$ cat src/hw/mcaux_map.svh
// Internal address map, field masks and reset values of the auxiliary block
`ifndef MCAUX_MAP_SVH
`define MCAUX_MAP_SVH

`define MCAUX_ADDR_DAC0 8'h00
`define MCAUX_ADDR_DAC3 8'h03
`define MCAUX_ADDR_DAC4H4NEG 8'h04
`define MCAUX_ADDR_SHARED 8'h05
`define MCAUX_ADDR_STATUS 8'h06
`define MCAUX_ADDR_CTRL 8'h07
`define MCAUX_ADDR_BD_ADDR 8'h08
`define MCAUX_ADDR_BD_DATA 8'h09
`define MCAUX_ADDR_AUX 8'h0a
`define MCAUX_ADDR_DIAG 8'h0b

`define MCAUX_DAC_VALUE_MASK 16'h00ff
`define MCAUX_DAC_OFFSET_MASK 16'h3f00
`define MCAUX_DAC_FULL_MASK 16'h3fff
`define MCAUX_HN_HIGH_MASK 16'h00ff
`define MCAUX_HN_NEG_MASK 16'h0f00
`define MCAUX_HN_FULL_MASK 16'h0fff
`define MCAUX_ADC_MASK 16'h01ff

`define MCAUX_FLAGS_RESET 16'hffff
`define MCAUX_DAC_RESET 16'h0000

`define MCAUX_EXT_DAC_FIRST 8'h90
`define MCAUX_EXT_DAC_LAST 8'h9b

`define MCAUX_BD_CYCLES 2

`endif

$ cat src/hw/mcaux_pkg.sv
// Types shared by the microcore auxiliary functions block
`default_nettype none
package mcaux_pkg;

    typedef enum logic [3:0] {
        MCAUX_OP_NONE,
        MCAUX_OP_DAC_MODE,
        MCAUX_OP_SHARED_SEL,
        MCAUX_OP_REG_RESET,
        MCAUX_OP_DIAG_EN,
        MCAUX_OP_FLAG,
        MCAUX_OP_IRQ,
        MCAUX_OP_JSR,
        MCAUX_OP_OFFS_COMP,
        MCAUX_OP_GAIN,
        MCAUX_OP_CONV,
        MCAUX_OP_STAT_BIT,
        MCAUX_OP_BD_READ,
        MCAUX_OP_BD_WRITE
    } mcaux_op_e;

    typedef enum logic [1:0] {
        MCAUX_MODE_VALUE,
        MCAUX_MODE_OFFSET,
        MCAUX_MODE_FULL
    } mcaux_mode_e;

    typedef enum logic [1:0] {
        MCAUX_BD_IDLE,
        MCAUX_BD_REQ,
        MCAUX_BD_DONE
    } mcaux_bd_e;

endpackage
`default_nettype wire

$ cat src/hw/mcaux_top.sv
// Auxiliary execution functions of one solenoid-controller microcore
//
// Operation
// - Four threshold DACs are locations of the internal map, read and written.
// - Value-only mode touches the value field; combined register touches high field.
// - Offset-only mode touches the offset field; combined register touches negative field.
// - Full mode reads or writes every field at once.
// - Conversion mode with value-only mode: reads of the four DACs return the conversion result.
// - Shared location carries a 16-bit word; reader selects the source core.
// - Register reset clears a chosen set and may re-arm diagnosis interrupts.
// - Diagnosis enable changes only outputs this core may drive.
// - Flag bus is 16 bits, active low, resets to all ones.
// - Four flag buses merge according to the combining configuration.
// - Unlocked core drives all its flags inactive high.
// - Interrupt instruction sets the request, which drives the low-active pin.
// - Jump to subroutine captures the program counter into the auxiliary register; a map write to it in the same cycle wins.
// - Offset compensation on first four DACs; 4-low also corrects 4-high.
// - Gain instruction changes the shunt amplifier gain.
// - Conversion instruction enters conversion mode; thresholds are not compared.
// - Status register written whole or one bit at a time.
// - Backdoor reaches every external register except code memory, data memory and the DAC registers.
// - Backdoor access takes two cycles; a read overwrites the data location at the end of its first cycle.
// - Idle backdoor address and data locations are plain storage.
// - Backdoor write to a locked register is dropped.
// - DAC and boost DAC registers are unreachable through the backdoor.
`timescale 1ns/100ps
`default_nettype none
`include "mcaux_map.svh"
module mcaux_top
    import mcaux_pkg::*;
(
    input wire logic sys_clk,
    input wire logic rst,
    input wire logic instr_valid,
    input wire mcaux_op_e instr_op,
    input wire logic [15:0] instr_param,
    input wire logic [9:0] program_counter,
    input wire logic core_unlocked,
    input wire logic mm_wr,
    input wire logic mm_rd,
    input wire logic [7:0] mm_addr,
    input wire logic [15:0] mm_wdata,
    output logic [15:0] mm_rdata,
    input wire logic [3:0][8:0] adc_result,
    input wire logic [3:0][15:0] shared_in,
    output logic [15:0] shared_exchange_location,
    input wire logic [2:0][15:0] flags_other,
    input wire logic [3:0] flag_combine_cfg,
    output logic [15:0] own_flags_n,
    output logic [15:0] merged_flags_n,
    output logic interrupt_out_pin_n,
    output logic [9:0] aux_return,
    input wire logic [7:0] out_access,
    output logic [7:0] diag_enable,
    input wire logic [15:0] diag_event,
    output logic diag_irq_armed,
    output logic [15:0] status_bits,
    output logic [15:0] ctrl_bits,
    output logic [15:0] diag_errors,
    output logic [3:0][15:0] dac_threshold,
    output logic [15:0] dac_high_neg_combined,
    output logic [4:0] offset_comp_en,
    output logic [2:0] amp_gain,
    output logic conv_mode,
    output logic compare_en,
    output logic ext_req,
    output logic ext_wr,
    output logic [7:0] ext_addr,
    output logic [15:0] ext_wdata,
    input wire logic [15:0] ext_rdata,
    input wire logic ext_locked,
    output logic bd_busy
);

    // Mask of the fields that one access may see, for a DAC or the combined register
    function automatic logic [15:0] field_mask(input mcaux_mode_e mode, input logic combined);
        logic [15:0] m;
        m = 16'h0000;
        case (mode)
            MCAUX_MODE_VALUE: m = combined ? `MCAUX_HN_HIGH_MASK : `MCAUX_DAC_VALUE_MASK;
            MCAUX_MODE_OFFSET: m = combined ? `MCAUX_HN_NEG_MASK : `MCAUX_DAC_OFFSET_MASK;
            MCAUX_MODE_FULL: m = combined ? `MCAUX_HN_FULL_MASK : `MCAUX_DAC_FULL_MASK;
            default: m = 16'h0000;
        endcase
        return m;
    endfunction

    // Register reset variant to {status, ctrl, diag, re-arm}
    function automatic logic [3:0] reset_set(input logic [2:0] sel);
        logic [3:0] r;
        r = 4'h0;
        case (sel)
            3'h0: r = 4'h8;
            3'h1: r = 4'h4;
            3'h2: r = 4'hb;
            3'h3: r = 4'hf;
            3'h4: r = 4'h3;
            3'h5: r = 4'hc;
            3'h6: r = 4'h9;
            default: r = 4'h1;
        endcase
        return r;
    endfunction

    function automatic logic is_dac(input logic [7:0] a);
        // DAC0 sits at offset zero, so only the top bound needs a compare
        return a <= `MCAUX_ADDR_DAC3;
    endfunction

    mcaux_mode_e mode_reg;
    mcaux_bd_e bd_state_reg;
    logic [1:0] src_sel_reg;
    logic [15:0] flags_reg;
    logic irq_reg;
    logic [7:0] bd_addr_reg;
    logic [15:0] bd_data_reg;
    logic bd_wr_reg;
    logic [15:0] rd_next;
    logic [15:0] flags_merged_next;
    logic [3:0] rst_sel;
    logic [15:0] stat_bit_mask;
    logic do_op;

    assign do_op = instr_valid;
    assign rst_sel = (do_op && instr_op == MCAUX_OP_REG_RESET) ? reset_set(instr_param[2:0])
                                                                 : 4'h0;
    assign stat_bit_mask = 16'h0001 << instr_param[3:0];

    always_ff @(posedge sys_clk or posedge rst) begin
        if (rst) begin
            mode_reg <= MCAUX_MODE_FULL;
        end else if (do_op && instr_op == MCAUX_OP_DAC_MODE) begin
            mode_reg <= mcaux_mode_e'(instr_param[1:0]);
        end
    end

    // DAC locations; writes never reach reserved bits because the mask excludes them
    genvar gi;
    generate
        for (gi = 0; gi < 4; gi++) begin : g_dac
            always_ff @(posedge sys_clk or posedge rst) begin
                if (rst) begin
                    dac_threshold[gi] <= `MCAUX_DAC_RESET;
                end else if (mm_wr && mm_addr == `MCAUX_ADDR_DAC0 + 8'(gi)) begin
                    dac_threshold[gi] <= (dac_threshold[gi] & ~field_mask(mode_reg, 1'b0))
                                       | (mm_wdata & field_mask(mode_reg, 1'b0));
                end
            end
        end
    endgenerate

    always_ff @(posedge sys_clk or posedge rst) begin
        if (rst) begin
            dac_high_neg_combined <= `MCAUX_DAC_RESET;
        end else if (mm_wr && mm_addr == `MCAUX_ADDR_DAC4H4NEG) begin
            dac_high_neg_combined <= (dac_high_neg_combined & ~field_mask(mode_reg, 1'b1))
                                   | (mm_wdata & field_mask(mode_reg, 1'b1));
        end
    end

    // Registered read port of the internal map; unmapped addresses read zero
    always_comb begin
        rd_next = 16'h0000;
        if (is_dac(mm_addr)) begin
            if (conv_mode && mode_reg == MCAUX_MODE_VALUE) begin
                rd_next = {7'h00, adc_result[mm_addr[1:0]]} & `MCAUX_ADC_MASK;
            end else begin
                rd_next = dac_threshold[mm_addr[1:0]] & field_mask(mode_reg, 1'b0);
            end
        end else if (mm_addr == `MCAUX_ADDR_DAC4H4NEG) begin
            rd_next = dac_high_neg_combined & field_mask(mode_reg, 1'b1);
        end else if (mm_addr == `MCAUX_ADDR_SHARED) begin
            rd_next = shared_in[src_sel_reg];
        end else if (mm_addr == `MCAUX_ADDR_STATUS) begin
            rd_next = status_bits;
        end else if (mm_addr == `MCAUX_ADDR_CTRL) begin
            rd_next = ctrl_bits;
        end else if (mm_addr == `MCAUX_ADDR_BD_ADDR) begin
            rd_next = {8'h00, bd_addr_reg};
        end else if (mm_addr == `MCAUX_ADDR_BD_DATA) begin
            rd_next = bd_data_reg;
        end else if (mm_addr == `MCAUX_ADDR_AUX) begin
            rd_next = {6'h00, aux_return};
        end else if (mm_addr == `MCAUX_ADDR_DIAG) begin
            rd_next = diag_errors;
        end
    end

    always_ff @(posedge sys_clk or posedge rst) begin
        if (rst) begin
            mm_rdata <= 16'h0000;
        end else if (mm_rd) begin
            mm_rdata <= rd_next;
        end
    end

    always_ff @(posedge sys_clk or posedge rst) begin
        if (rst) begin
            shared_exchange_location <= 16'h0000;
            src_sel_reg <= 2'h0;
        end else begin
            if (mm_wr && mm_addr == `MCAUX_ADDR_SHARED) begin
                shared_exchange_location <= mm_wdata;
            end
            if (do_op && instr_op == MCAUX_OP_SHARED_SEL) begin
                src_sel_reg <= instr_param[1:0];
            end
        end
    end

    // Status: reset instruction first, then whole-word write, then single-bit set or clear
    always_ff @(posedge sys_clk or posedge rst) begin
        if (rst) begin
            status_bits <= 16'h0000;
        end else if (rst_sel[3]) begin
            status_bits <= 16'h0000;
        end else if (mm_wr && mm_addr == `MCAUX_ADDR_STATUS) begin
            status_bits <= mm_wdata;
        end else if (do_op && instr_op == MCAUX_OP_STAT_BIT) begin
            status_bits <= instr_param[4] ? (status_bits | stat_bit_mask)
                                          : (status_bits & ~stat_bit_mask);
        end
    end

    always_ff @(posedge sys_clk or posedge rst) begin
        if (rst) begin
            ctrl_bits <= 16'h0000;
        end else if (rst_sel[2]) begin
            ctrl_bits <= 16'h0000;
        end else if (mm_wr && mm_addr == `MCAUX_ADDR_CTRL) begin
            ctrl_bits <= mm_wdata;
        end
    end

    // A diagnosis event in the clearing cycle survives: set wins over clear
    always_ff @(posedge sys_clk or posedge rst) begin
        if (rst) begin
            diag_errors <= 16'h0000;
            diag_irq_armed <= 1'b1;
        end else begin
            diag_errors <= (rst_sel[1] ? 16'h0000 : diag_errors) | diag_event;
            if (rst_sel[0]) begin
                diag_irq_armed <= 1'b1;
            end else if (diag_irq_armed && |diag_event) begin
                diag_irq_armed <= 1'b0;
            end
        end
    end

    always_ff @(posedge sys_clk or posedge rst) begin
        if (rst) begin
            diag_enable <= 8'h00;
        end else if (do_op && instr_op == MCAUX_OP_DIAG_EN) begin
            diag_enable <= (diag_enable & ~(instr_param[15:8] & out_access))
                         | (instr_param[7:0] & instr_param[15:8] & out_access);
        end
    end

    always_ff @(posedge sys_clk or posedge rst) begin
        if (rst) begin
            flags_reg <= `MCAUX_FLAGS_RESET;
        end else if (do_op && instr_op == MCAUX_OP_FLAG) begin
            flags_reg[instr_param[3:0]] <= instr_param[4];
        end
    end

    // Active-low buses combine by AND; a disabled source counts as inactive
    always_comb begin
        flags_merged_next = flag_combine_cfg[0] ? own_flags_n : `MCAUX_FLAGS_RESET;
        for (int i = 0; i < 3; i++) begin
            if (flag_combine_cfg[i + 1]) begin
                flags_merged_next = flags_merged_next & flags_other[i];
            end
        end
    end

    always_ff @(posedge sys_clk or posedge rst) begin
        if (rst) begin
            own_flags_n <= `MCAUX_FLAGS_RESET;
            merged_flags_n <= `MCAUX_FLAGS_RESET;
        end else begin
            own_flags_n <= core_unlocked ? `MCAUX_FLAGS_RESET : flags_reg;
            merged_flags_n <= flags_merged_next;
        end
    end

    always_ff @(posedge sys_clk or posedge rst) begin
        if (rst) begin
            irq_reg <= 1'b0;
            interrupt_out_pin_n <= 1'b1;
        end else begin
            if (do_op && instr_op == MCAUX_OP_IRQ) begin
                irq_reg <= instr_param[0];
            end
            interrupt_out_pin_n <= ~irq_reg;
        end
    end

    always_ff @(posedge sys_clk or posedge rst) begin
        if (rst) begin
            aux_return <= 10'h000;
        end else if (mm_wr && mm_addr == `MCAUX_ADDR_AUX) begin
            aux_return <= mm_wdata[9:0];
        end else if (do_op && instr_op == MCAUX_OP_JSR) begin
            aux_return <= program_counter;
        end
    end

    // Current measure control; the negative DAC never gets compensation
    always_ff @(posedge sys_clk or posedge rst) begin
        if (rst) begin
            offset_comp_en <= 5'h00;
            amp_gain <= 3'h0;
            conv_mode <= 1'b0;
            compare_en <= 1'b1;
        end else begin
            if (do_op && instr_op == MCAUX_OP_OFFS_COMP) begin
                offset_comp_en <= {instr_param[3], instr_param[3:0]};
            end
            if (do_op && instr_op == MCAUX_OP_GAIN) begin
                amp_gain <= instr_param[2:0];
            end
            if (do_op && instr_op == MCAUX_OP_CONV) begin
                conv_mode <= instr_param[0];
                compare_en <= ~instr_param[0];
            end
        end
    end

    // Backdoor sequencer: request and result capture both in the first cycle, the second only ends the access
    always_ff @(posedge sys_clk or posedge rst) begin
        if (rst) begin
            bd_state_reg <= MCAUX_BD_IDLE;
            bd_wr_reg <= 1'b0;
        end else begin
            case (bd_state_reg)
                MCAUX_BD_IDLE: begin
                    if (do_op && instr_op == MCAUX_OP_BD_READ) begin
                        bd_state_reg <= MCAUX_BD_REQ;
                        bd_wr_reg <= 1'b0;
                    end else if (do_op && instr_op == MCAUX_OP_BD_WRITE) begin
                        bd_state_reg <= MCAUX_BD_REQ;
                        bd_wr_reg <= 1'b1;
                    end
                end
                MCAUX_BD_REQ: bd_state_reg <= MCAUX_BD_DONE;
                default: bd_state_reg <= MCAUX_BD_IDLE;
            endcase
        end
    end

    // DAC and boost DAC targets are blocked; locked targets drop writes
    always_ff @(posedge sys_clk or posedge rst) begin
        if (rst) begin
            ext_req <= 1'b0;
            ext_wr <= 1'b0;
            ext_addr <= 8'h00;
            ext_wdata <= 16'h0000;
        end else begin
            ext_req <= bd_state_reg == MCAUX_BD_IDLE && do_op
                       && (instr_op == MCAUX_OP_BD_READ || instr_op == MCAUX_OP_BD_WRITE)
                       && !(bd_addr_reg >= `MCAUX_EXT_DAC_FIRST
                            && bd_addr_reg <= `MCAUX_EXT_DAC_LAST);
            ext_wr <= bd_state_reg == MCAUX_BD_IDLE && do_op
                      && instr_op == MCAUX_OP_BD_WRITE && !ext_locked
                      && !(bd_addr_reg >= `MCAUX_EXT_DAC_FIRST
                           && bd_addr_reg <= `MCAUX_EXT_DAC_LAST);
            ext_addr <= bd_addr_reg;
            ext_wdata <= bd_data_reg;
        end
    end

    always_ff @(posedge sys_clk or posedge rst) begin
        if (rst) begin
            bd_busy <= 1'b0;
        end else begin
            bd_busy <= (bd_state_reg == MCAUX_BD_IDLE && do_op
                        && (instr_op == MCAUX_OP_BD_READ || instr_op == MCAUX_OP_BD_WRITE))
                       || bd_state_reg == MCAUX_BD_REQ;
        end
    end

    // Plain storage whenever the backdoor is idle; a read that is not blocked overwrites data at the end of its first cycle
    always_ff @(posedge sys_clk or posedge rst) begin
        if (rst) begin
            bd_addr_reg <= 8'h00;
            bd_data_reg <= 16'h0000;
        end else begin
            if (mm_wr && mm_addr == `MCAUX_ADDR_BD_ADDR) begin
                bd_addr_reg <= mm_wdata[7:0];
            end
            if (bd_state_reg == MCAUX_BD_REQ && !bd_wr_reg && ext_req) begin
                bd_data_reg <= ext_rdata;
            end else if (mm_wr && mm_addr == `MCAUX_ADDR_BD_DATA) begin
                bd_data_reg <= mm_wdata;
            end
        end
    end

    unlocked_flags_a: assert property (@(posedge sys_clk) disable iff (rst)
        core_unlocked |=> own_flags_n == 16'hffff)
        else $error("unlocked core drives an active flag");
    irq_pin_a: assert property (@(posedge sys_clk) disable iff (rst)
        do_op && instr_op == MCAUX_OP_IRQ |-> ##2 interrupt_out_pin_n == !$past(instr_param[0], 2))
        else $error("interrupt pin does not follow the request");
    jsr_capture_a: assert property (@(posedge sys_clk) disable iff (rst)
        do_op && instr_op == MCAUX_OP_JSR && !mm_wr |=> aux_return == $past(program_counter))
        else $error("return point not captured");
    conv_compare_a: assert property (@(posedge sys_clk) disable iff (rst)
        conv_mode |-> !compare_en)
        else $error("threshold compare active in conversion mode");
    comp_link_a: assert property (@(posedge sys_clk) disable iff (rst)
        offset_comp_en[4] == offset_comp_en[3])
        else $error("high DAC compensation differs from low DAC");
    bd_two_cycle_a: assert property (@(posedge sys_clk) disable iff (rst)
        $rose(bd_busy) |=> bd_busy ##1 !bd_busy)
        else $error("backdoor access is not two cycles");
    bd_locked_a: assert property (@(posedge sys_clk) disable iff (rst)
        do_op && instr_op == MCAUX_OP_BD_WRITE && ext_locked |=> !ext_wr)
        else $error("write issued to a locked register");
    bd_dac_block_a: assert property (@(posedge sys_clk) disable iff (rst)
        ext_req |-> !(ext_addr >= 8'h90 && ext_addr <= 8'h9b))
        else $error("backdoor reached a DAC register");
    dac_reserved_a: assert property (@(posedge sys_clk) disable iff (rst)
        (dac_threshold[0][15:14] == 2'h0) && (dac_high_neg_combined[15:12] == 4'h0))
        else $error("reserved DAC bits set");
    diag_set_wins_a: assert property (@(posedge sys_clk) disable iff (rst)
        |diag_event |=> (diag_errors & $past(diag_event)) == $past(diag_event))
        else $error("diagnosis event lost");

endmodule // mcaux_top
`default_nettype wire

$ cat config.mk
export PLATFORM = sky130hd
export DESIGN_NAME = mcaux_top
export DESIGN_NICKNAME = d
export VERILOG_FILES = /design/src/hw/mcaux_pkg.sv /design/src/hw/mcaux_top.sv
export VERILOG_INCLUDE_DIRS = /design/src /design/src/hw
export SDC_FILE = /design/constraint.sdc
export NUM_CORES = 1
export LEC_CHECK = 0
export BUFFER_PORTS_ARGS = -buffer_cell sky130_fd_sc_hd__buf_4
export CAP_MARGIN = 20
export CELL_PAD_IN_SITES_DETAIL_PLACEMENT = 1
export CELL_PAD_IN_SITES_GLOBAL_PLACEMENT = 1
export CORE_ASPECT_RATIO = 1.5
export CORE_MARGIN = 5
export CORE_UTILIZATION = 25
export CTS_BUF_LIST = sky130_fd_sc_hd__clkbuf_4 sky130_fd_sc_hd__clkbuf_8
export CTS_CLUSTER_SIZE = 20
export DETAILED_ROUTE_END_ITERATION = 8
export PLACE_DENSITY = 0.61
export SLEW_MARGIN = 20
export SYNTH_ARGS = -nofsm -noshare
export SYNTH_HDL_FRONTEND = slang
export SYNTH_SLANG_ARGS = --single-unit
$ cat constraint.sdc
create_clock -name sys_clk -period 12.39 [get_ports sys_clk]
set_clock_uncertainty 0.2 [all_clocks]
set_input_delay 1.239 -clock sys_clk [delete_from_list [all_inputs] [get_ports sys_clk]]
set_output_delay 1.239 -clock sys_clk [all_outputs]
set_load 0.1 [all_outputs]
==> results of run 1 <==
## final cells by class
type	count	area [µm²]
Clock inverter	13	160
Tap cell	695	870
Timing Repair Buffer	505	3820
Antenna cell	2	5.00
Inverter	45	176
Clock buffer	78	961
Fill cell	6157	35400
Multi-Input combinational cell	733	6070
Sequential cell	284	7170
## where the power goes
group | leakage, nW | switching (W) | internal [W] | total (W)
sequential | 3.60 | 0.0000627 | 0.00101 | 0.00107
combinational | 4.79 | 0.000645 | 0.000228 | 0.000873
clock | 0.592 | 0.000428 | 0.000559 | 0.000987
total | 8.98 | 0.00114 | 0.00179 | 0.00293
## synth_stat cells, drive strengths merged (8+ instances only)
| library cell | n | area share [%] |
|---|---|---|
| nand3 | 30 | 1.2 |
| a21oi | 41 | 1.5 |
| mux2 | 137 | 11 |
| a21o | 16 | 0.87 |
| buf | 33 | 1.4 |
| mux2i | 52 | 3.8 |
| nand2b | 11 | 0.50 |
| clkbuf | 63 | 1.7 |
| or2 | 18 | 0.82 |
| dfstp | 52 | 9.9 |
| mux4 | 43 | 7.0 |
| nor2 | 82 | 2.5 |
| inv | 45 | 1.2 |
| o22ai | 25 | 1.1 |
| a22o | 32 | 2.0 |
| nand2 | 61 | 1.7 |
| a22oi | 13 | 0.71 |
| nor3 | 15 | 0.91 |
| a221oi | 26 | 1.7 |
| o2bb2ai | 8 | 0.51 |
| o21ai | 31 | 1.1 |
| or3 | 8 | 0.36 |
| dfrtp | 232 | 42 |
## per-stage QoR
stage          worst slack, ns  hold WS (ns)  total power, W  cell area [µm²]
2_1_floorplan             3.20         0.145         0.00168            13800
3_3_place_gp              7.96         0.174         0.00196            18100
3_5_place_dp              7.96         0.175         0.00197            18100
4_1_cts                   8.67         0.191         0.00298            19200
5_1_grt                   8.37         0.207         0.00305            19200
6_report                  8.62         0.181         0.00293            19200
## routing by layer
layer	up-vias	GRT usage (%)	routed length [µm]
met5	-	0	27
met3	98	5.99	4150
li1	5161	-	-
met4	6	6.03	1800
met1	6075	22.2	23300
met2	419	39.3	35100
## logic make-up after synthesis
| kind of cell | share of synthesized area (%) |
|---|---|
| compound gates | 11.9 |
| xor+xnor | 0.0636 |
| fa+ha+maj | 0.182 |
| buf+inv | 4.35 |
| flops | 52.0 |
| mux | 22.0 |
| other cells | 0.0272 |
| simple gates | 9.44 |
## final timing paths
check | cells past startpoint | slack (ns) | from | to
worst max-delay path | 6 | 8.62 | mm_addr[0] | shared_exchange_location[10]$_DFFE_PP0P_
max in group asynchronous | 4 | 9.89 | rst | asynchronous set/reset pin
worst min register to register | 1 | 0.18 | irq_reg$_DFFE_PP0P_ | interrupt_out_pin_n$_DFF_PP1_
worst max register to register | 6 | 9.40 | src_sel_reg[0]$_DFFE_PP0P_ | mm_rdata[7]$_DFFE_PP0P_
worst min-delay path | 1 | 0.18 | irq_reg$_DFFE_PP0P_ | interrupt_out_pin_n$_DFF_PP1_
min in group asynchronous | 2 | 0.38 | rst | irq_reg$_DFFE_PP0P_
## worst reg2reg max path: cells and delay by family, from the launching register on
family / cells / cell delay (ns)
buffers and inverters: 1 / 0.39
AOI/OAI and AO/OA: 3 / 0.86
muxes: 1 / 0.61
DFF: 1 / 0.66
and+or+nand+nor: 1 / 0.10
==> metrics.txt, run 1 <==
cell count after placement about 2300; post-CTS sizing 0; Post-Synthesis Cell Area approximately 0.014 mm²; CP bufs+invs 2; clock latency on the worst-skew pair 0.65 ns; Worst-Margin Slew ~1.0 ns; PwrDens 152 mW/mm²; Leakage 8.98 nW; Tmin final ~3.8 ns; fraction of layout cells with a size suffix above 1 52.3%; CTS tree done; Via-to-Cell Ratio between 4 and 5; Port Buffers around 490; ys flop type dfrtp_1; final setup TNS 0 ns; DP HPWL a little under 50 mm; initial antenna violation count 5; Horiz. Die Dim 202 µm; Cell Chain, Critical Path buf_4 > buf_4 > nand2b_1 > nor2_1 > nand2_2 > mux2_2; grt total ovfl 0; clk sinks approximately 280; Data required, critical path about 13 ns; total number of vias 11800; CP max stage cell buf_4; cts hold-fix bufs 0; YS warnings 0; most frequent cells in the layout buf_4 (503), dfrtp_1 (232), mux2_2 (137); root buf cell clkbuf_8; EDFF count, synth 0; final core utilization a little over a third; Post-synth ARST share between 90% and 100%; row count about 110; Core Area approximately 0.055 mm²; maximum fanout along the worst path 64; total global-route track usage roughly 21%; die area around 0.060 mm²; final hold vios 0; Critical Path Source Type input pin; Initial Util roughly a quarter; first-pass GRT wire length between 90 and 100 mm; Routed WL approximately 64 mm; most frequent CP cell buf_4; Layout area overhead 39.6%; DR WL/cell approximately 27 µm; postcts setup bufs 0; I/O pin count ~500; commonest non-fill, non-tap cell in the layout buf_4; total CTS buffers 50; Finish-stage setup viols 0; Max Root-Sink Buffers 3; Max Slew Vio Count 0; period utilisation layout 30.4%; Slew HR between 30 and 40%; worst hold path class reg2reg; register area share after synthesis 52.0%; worst vdd ir 82.8 µV; cell family with most CP delay simple AND/OR/NAND/NOR gates; RSZ-0062 raised after global routing false; post-synthesis cell count around 1100; DR pass1 iterations 4; CP Class in2reg; Cell variety after synth between 60 and 70; H-tree depth 2; Clock Pin Slew Worst Setup and Hold Paths roughly 0.070 ns; Initial DRC Count around 560; Avg Cell Area, Syn ~12 µm²; Final ANT Viol Nets 0; DRC viols 0; GP Congestion 0.834; Worst setup EP type flop; largest net degree at the start of global routing approximately 150; Seq cells post-synth between 200 and 300; nets about 1900; FMAX between 200 and 300 MHz; Layout Cells excl Fill about 2400; vias in the first global route 13000; run status complete, no violations; Max Cap Viol 0; Crit path arrival time about 4 ns; Die Span Y between 200 and 300 µm; Worst path max stage delay just under 0.8 ns
Power figures use the tool's default switching activity.
==> inputs of run 2 (changes only) <==
--- a/config.mk
+++ b/config.mk
@@ -16,7 +16,7 @@
 export CTS_BUF_LIST = sky130_fd_sc_hd__clkbuf_4 sky130_fd_sc_hd__clkbuf_8
 export CTS_CLUSTER_SIZE = 20
 export DETAILED_ROUTE_END_ITERATION = 8
-export PLACE_DENSITY = 0.61
+export PLACE_DENSITY = 0.63
 export SLEW_MARGIN = 20
 export SYNTH_ARGS = -nofsm -noshare
 export SYNTH_HDL_FRONTEND = slang
==> constraint.sdc (replaced) <==
create_clock -name sys_clk -period 3 [get_ports sys_clk]
set_clock_uncertainty 0.2 [all_clocks]
set_input_delay 0.3 -clock sys_clk [delete_from_list [all_inputs] [get_ports sys_clk]]
set_output_delay 0.3 -clock sys_clk [all_outputs]
set_load 0.1 [all_outputs]
==> run 2 against run 1 <==
Effect of this change:
- register-to-register slack worse by 9.0 ns
- worst setup slack got worse by 8.5 ns
- first-iteration DRC count decreased by 11%
- routed wire length rose by 4.0%
- total power grew to 4.2 times the previous value
- count of clock-buffer cells in the layout is 1 lower
- largest power group unchanged
==> metrics.txt, run 2 (synthesized netlist as in run 1, its figures left out) <==
run status complete, no violations (unchanged); Core Area 0.0547 mm² (unchanged); logic gate share of total power 31.8% (was 29.8%); Max Slew Vio Count 0 (unchanged); Die Span Y 298 µm (unchanged); nets 2061 (was 1874); Clock Power Share 32.4% (was 33.7%); Worst-Margin Slew 0.781 ns (was 1.04 ns); H-tree depth 2 (unchanged); final hold vios 0 (unchanged); commonest non-fill, non-tap cell in the layout buf_4 (unchanged); design area 0.0210 mm² (was 0.0192 mm²); Max Root-Sink Buffers 3 (unchanged); Sw Ratio 38.3% (was 38.8%); Tmin final between 2 and 3 ns; Initial Util 25.2% (unchanged); RSZ-0062 raised after global routing false (unchanged); DRC viols 0 (unchanged); row count 105 (unchanged); die area 0.0600 mm² (unchanged); Horiz. Die Dim 202 µm (unchanged); cell count after placement 2295 (was 2261); Leakage 9.81 nW (was 8.98 nW); CTS tree done (unchanged); Final ANT Viol Nets 0 (unchanged); root buf cell clkbuf_8 (unchanged); initial antenna violation count 5 (unchanged); Finish-stage setup viols 0 (unchanged); Slew HR 46.4% (was 30.5%); Port Buffers 489 (unchanged); Worst Hold Depth 3 (was 1); Data required, critical path 3.27 ns (was 12.70 ns); GP Congestion 0.825 (was 0.834); grt total ovfl 0 (unchanged); Crit path arrival time 3.19 ns (was 4.08 ns); switching pwr 0.00471 W (was 0.00114 W); first-pass GRT wire length 97.8 mm (was 92.6 mm); period utilisation layout between 90% and 100%; total CTS buffers 49 (was 50); clk sinks 284 (unchanged); DR WL/cell 26.3 µm (was 27.3 µm); maximum fanout along the worst path 8 (was 64); DP HPWL 51.5 mm (was 49.5 mm); Via-to-Cell Ratio 4.94 (was 4.99); Critical Path Source Type input pin (unchanged); Sequential Power Share 35.8% (was 36.5%); worst vdd ir 341 µV (was 82.8 µV); PwrDens 584 mW/mm² (was 152 mW/mm²); Worst Min Path Start mm_wr (was irq_reg$_DFFE_PP0P_); fraction of layout cells with a size suffix above 1 48.7% (was 52.3%); worst hold path class in2reg (was reg2reg); DR pass1 iterations 4 (unchanged); CP Class in2reg (unchanged); Layout Cells excl Fill 2544 (was 2355); Worst setup EP type flop (unchanged); clock latency on the worst-skew pair 0.62 ns (was 0.65 ns); FMAX between 300 and 400 MHz; Cell Area, Placed 0.0184 mm² (was 0.0181 mm²); Critical path origin instr_op[3] (was mm_addr[0]); I/O pin count 502 (unchanged); Filler Cells Inserted 6005 (was 6157); Reg-to-Reg Start src_sel_reg[0]$_DFFE_PP0P_ (unchanged); P_int 0.00759 W (was 0.00179 W); Routed WL 67.0 mm (was 64.4 mm); total number of vias 12600 (was 11800); largest net degree at the start of global routing 84 (was 154); vias in the first global route 14200 (was 13000); Clock Pin Slew Worst Setup and Hold Paths 0.07 ns (about the same); Initial DRC Count 496 (was 556); most frequent cells in the layout buf_4 (533), dfrtp_1 (232), dlygate4sd3_1 (155) (was buf_4 (503), dfrtp_1 (232), mux2_2 (137)); Max Cap Viol 0 (unchanged); total global-route track usage 21.6% (was 20.8%); Layout area overhead 52.7% (was 39.6%); Worst R2R Path Depth 6 (unchanged)
==> run 2: worst paths after layout <==
kind	end	slack (ns)
min reg2reg	interrupt_out_pin_n$_DFF_PP1_	0.18
min	flop	0.06
max in group asynchronous	diag_errors[11]$_DFF_PP0_	1.58
max reg2reg	mm_rdata[0]$_DFFE_PP0P_	0.41
max	diag_enable[3]$_DFFE_PP0P_	0.08
min in group asynchronous	ext_wdata[8]$_DFF_PP0_	0.10
==> run 2: per-stage QoR <==
stage | total power (W) | setup slack [ns] | TNS, ns | utilization (%) | hold WS, ns
detailed placement | 0.00817 | 0.0605 | 0 | 33.6 | 0.162
CTS | 0.0125 | 0.0147 | 0 | 38.5 | 0.0377
global placement | 0.00814 | 0.0929 | 0 | 33.6 | 0.167
global route | 0.0128 | 0.0195 | 0 | 38.5 | 0.0727
finish | 0.0123 | 0.0797 | 0 | 38.5 | 0.0636
floorplan | 0.00696 | -1.22 | -295.13 | - | 0.145
==> run 2: timing repair <==
| item | CTS | global route |
|---|---|---|
| hold endpoints to repair | 366 | 0 |
| resized for setup | 0 | 1 |
| hold buffers | 155 | 0 |
| buffers inserted | 0 | 0 |
| endpoints found under the setup margin | 0 | 3 |
==> run 2: power groups by stage <==
stage	Clock, W	Sequential [W]	Combinational [W]
final	0.00399	0.00440	0.00391
after global routing	0.00428	0.00443	0.00405
after CTS	0.00412	0.00440	0.00394
after detailed placement	0	0.00447	0.00371
after global placement	0	0.00445	0.00368
after floorplan	0	0.00604	0.000919
==> run 2: routing by layer <==
layer / wire [µm] / vias to the layer above / track usage [%]
li1: - / 5525 / -
met1: 24300 / 6453 / 23.2
met2: 36500 / 482 / 41.1
met3: 3490 / 118 / 4.39
met4: 2710 / 2 / 8.09
met5: 12 / - / 0
==> run 2: layout make-up <==
type                            count  area [µm²]  area share, %
Multi-Input combinational cell    733        6070           28.8
Antenna cell                        4        10.0         0.0476
Clock inverter                     13         149          0.707
Tap cell                          695         870           4.13
Inverter                           45         173          0.820
Sequential cell                   284        7170           34.1
Timing Repair Buffer              693        5650           26.9
Clock buffer                       77         953           4.53
==> run 2: critical path, cell delays in order <==
cell	delay, ns
dlygate4sd3_1	0.57
buf_4	0.18
nand2b_2	0.27
nor3_1	0.17
buf_4	0.22
nand3_1	0.09
dlygate4sd3_1	0.57
mux2_2	0.27
dlygate4sd3_1	0.55
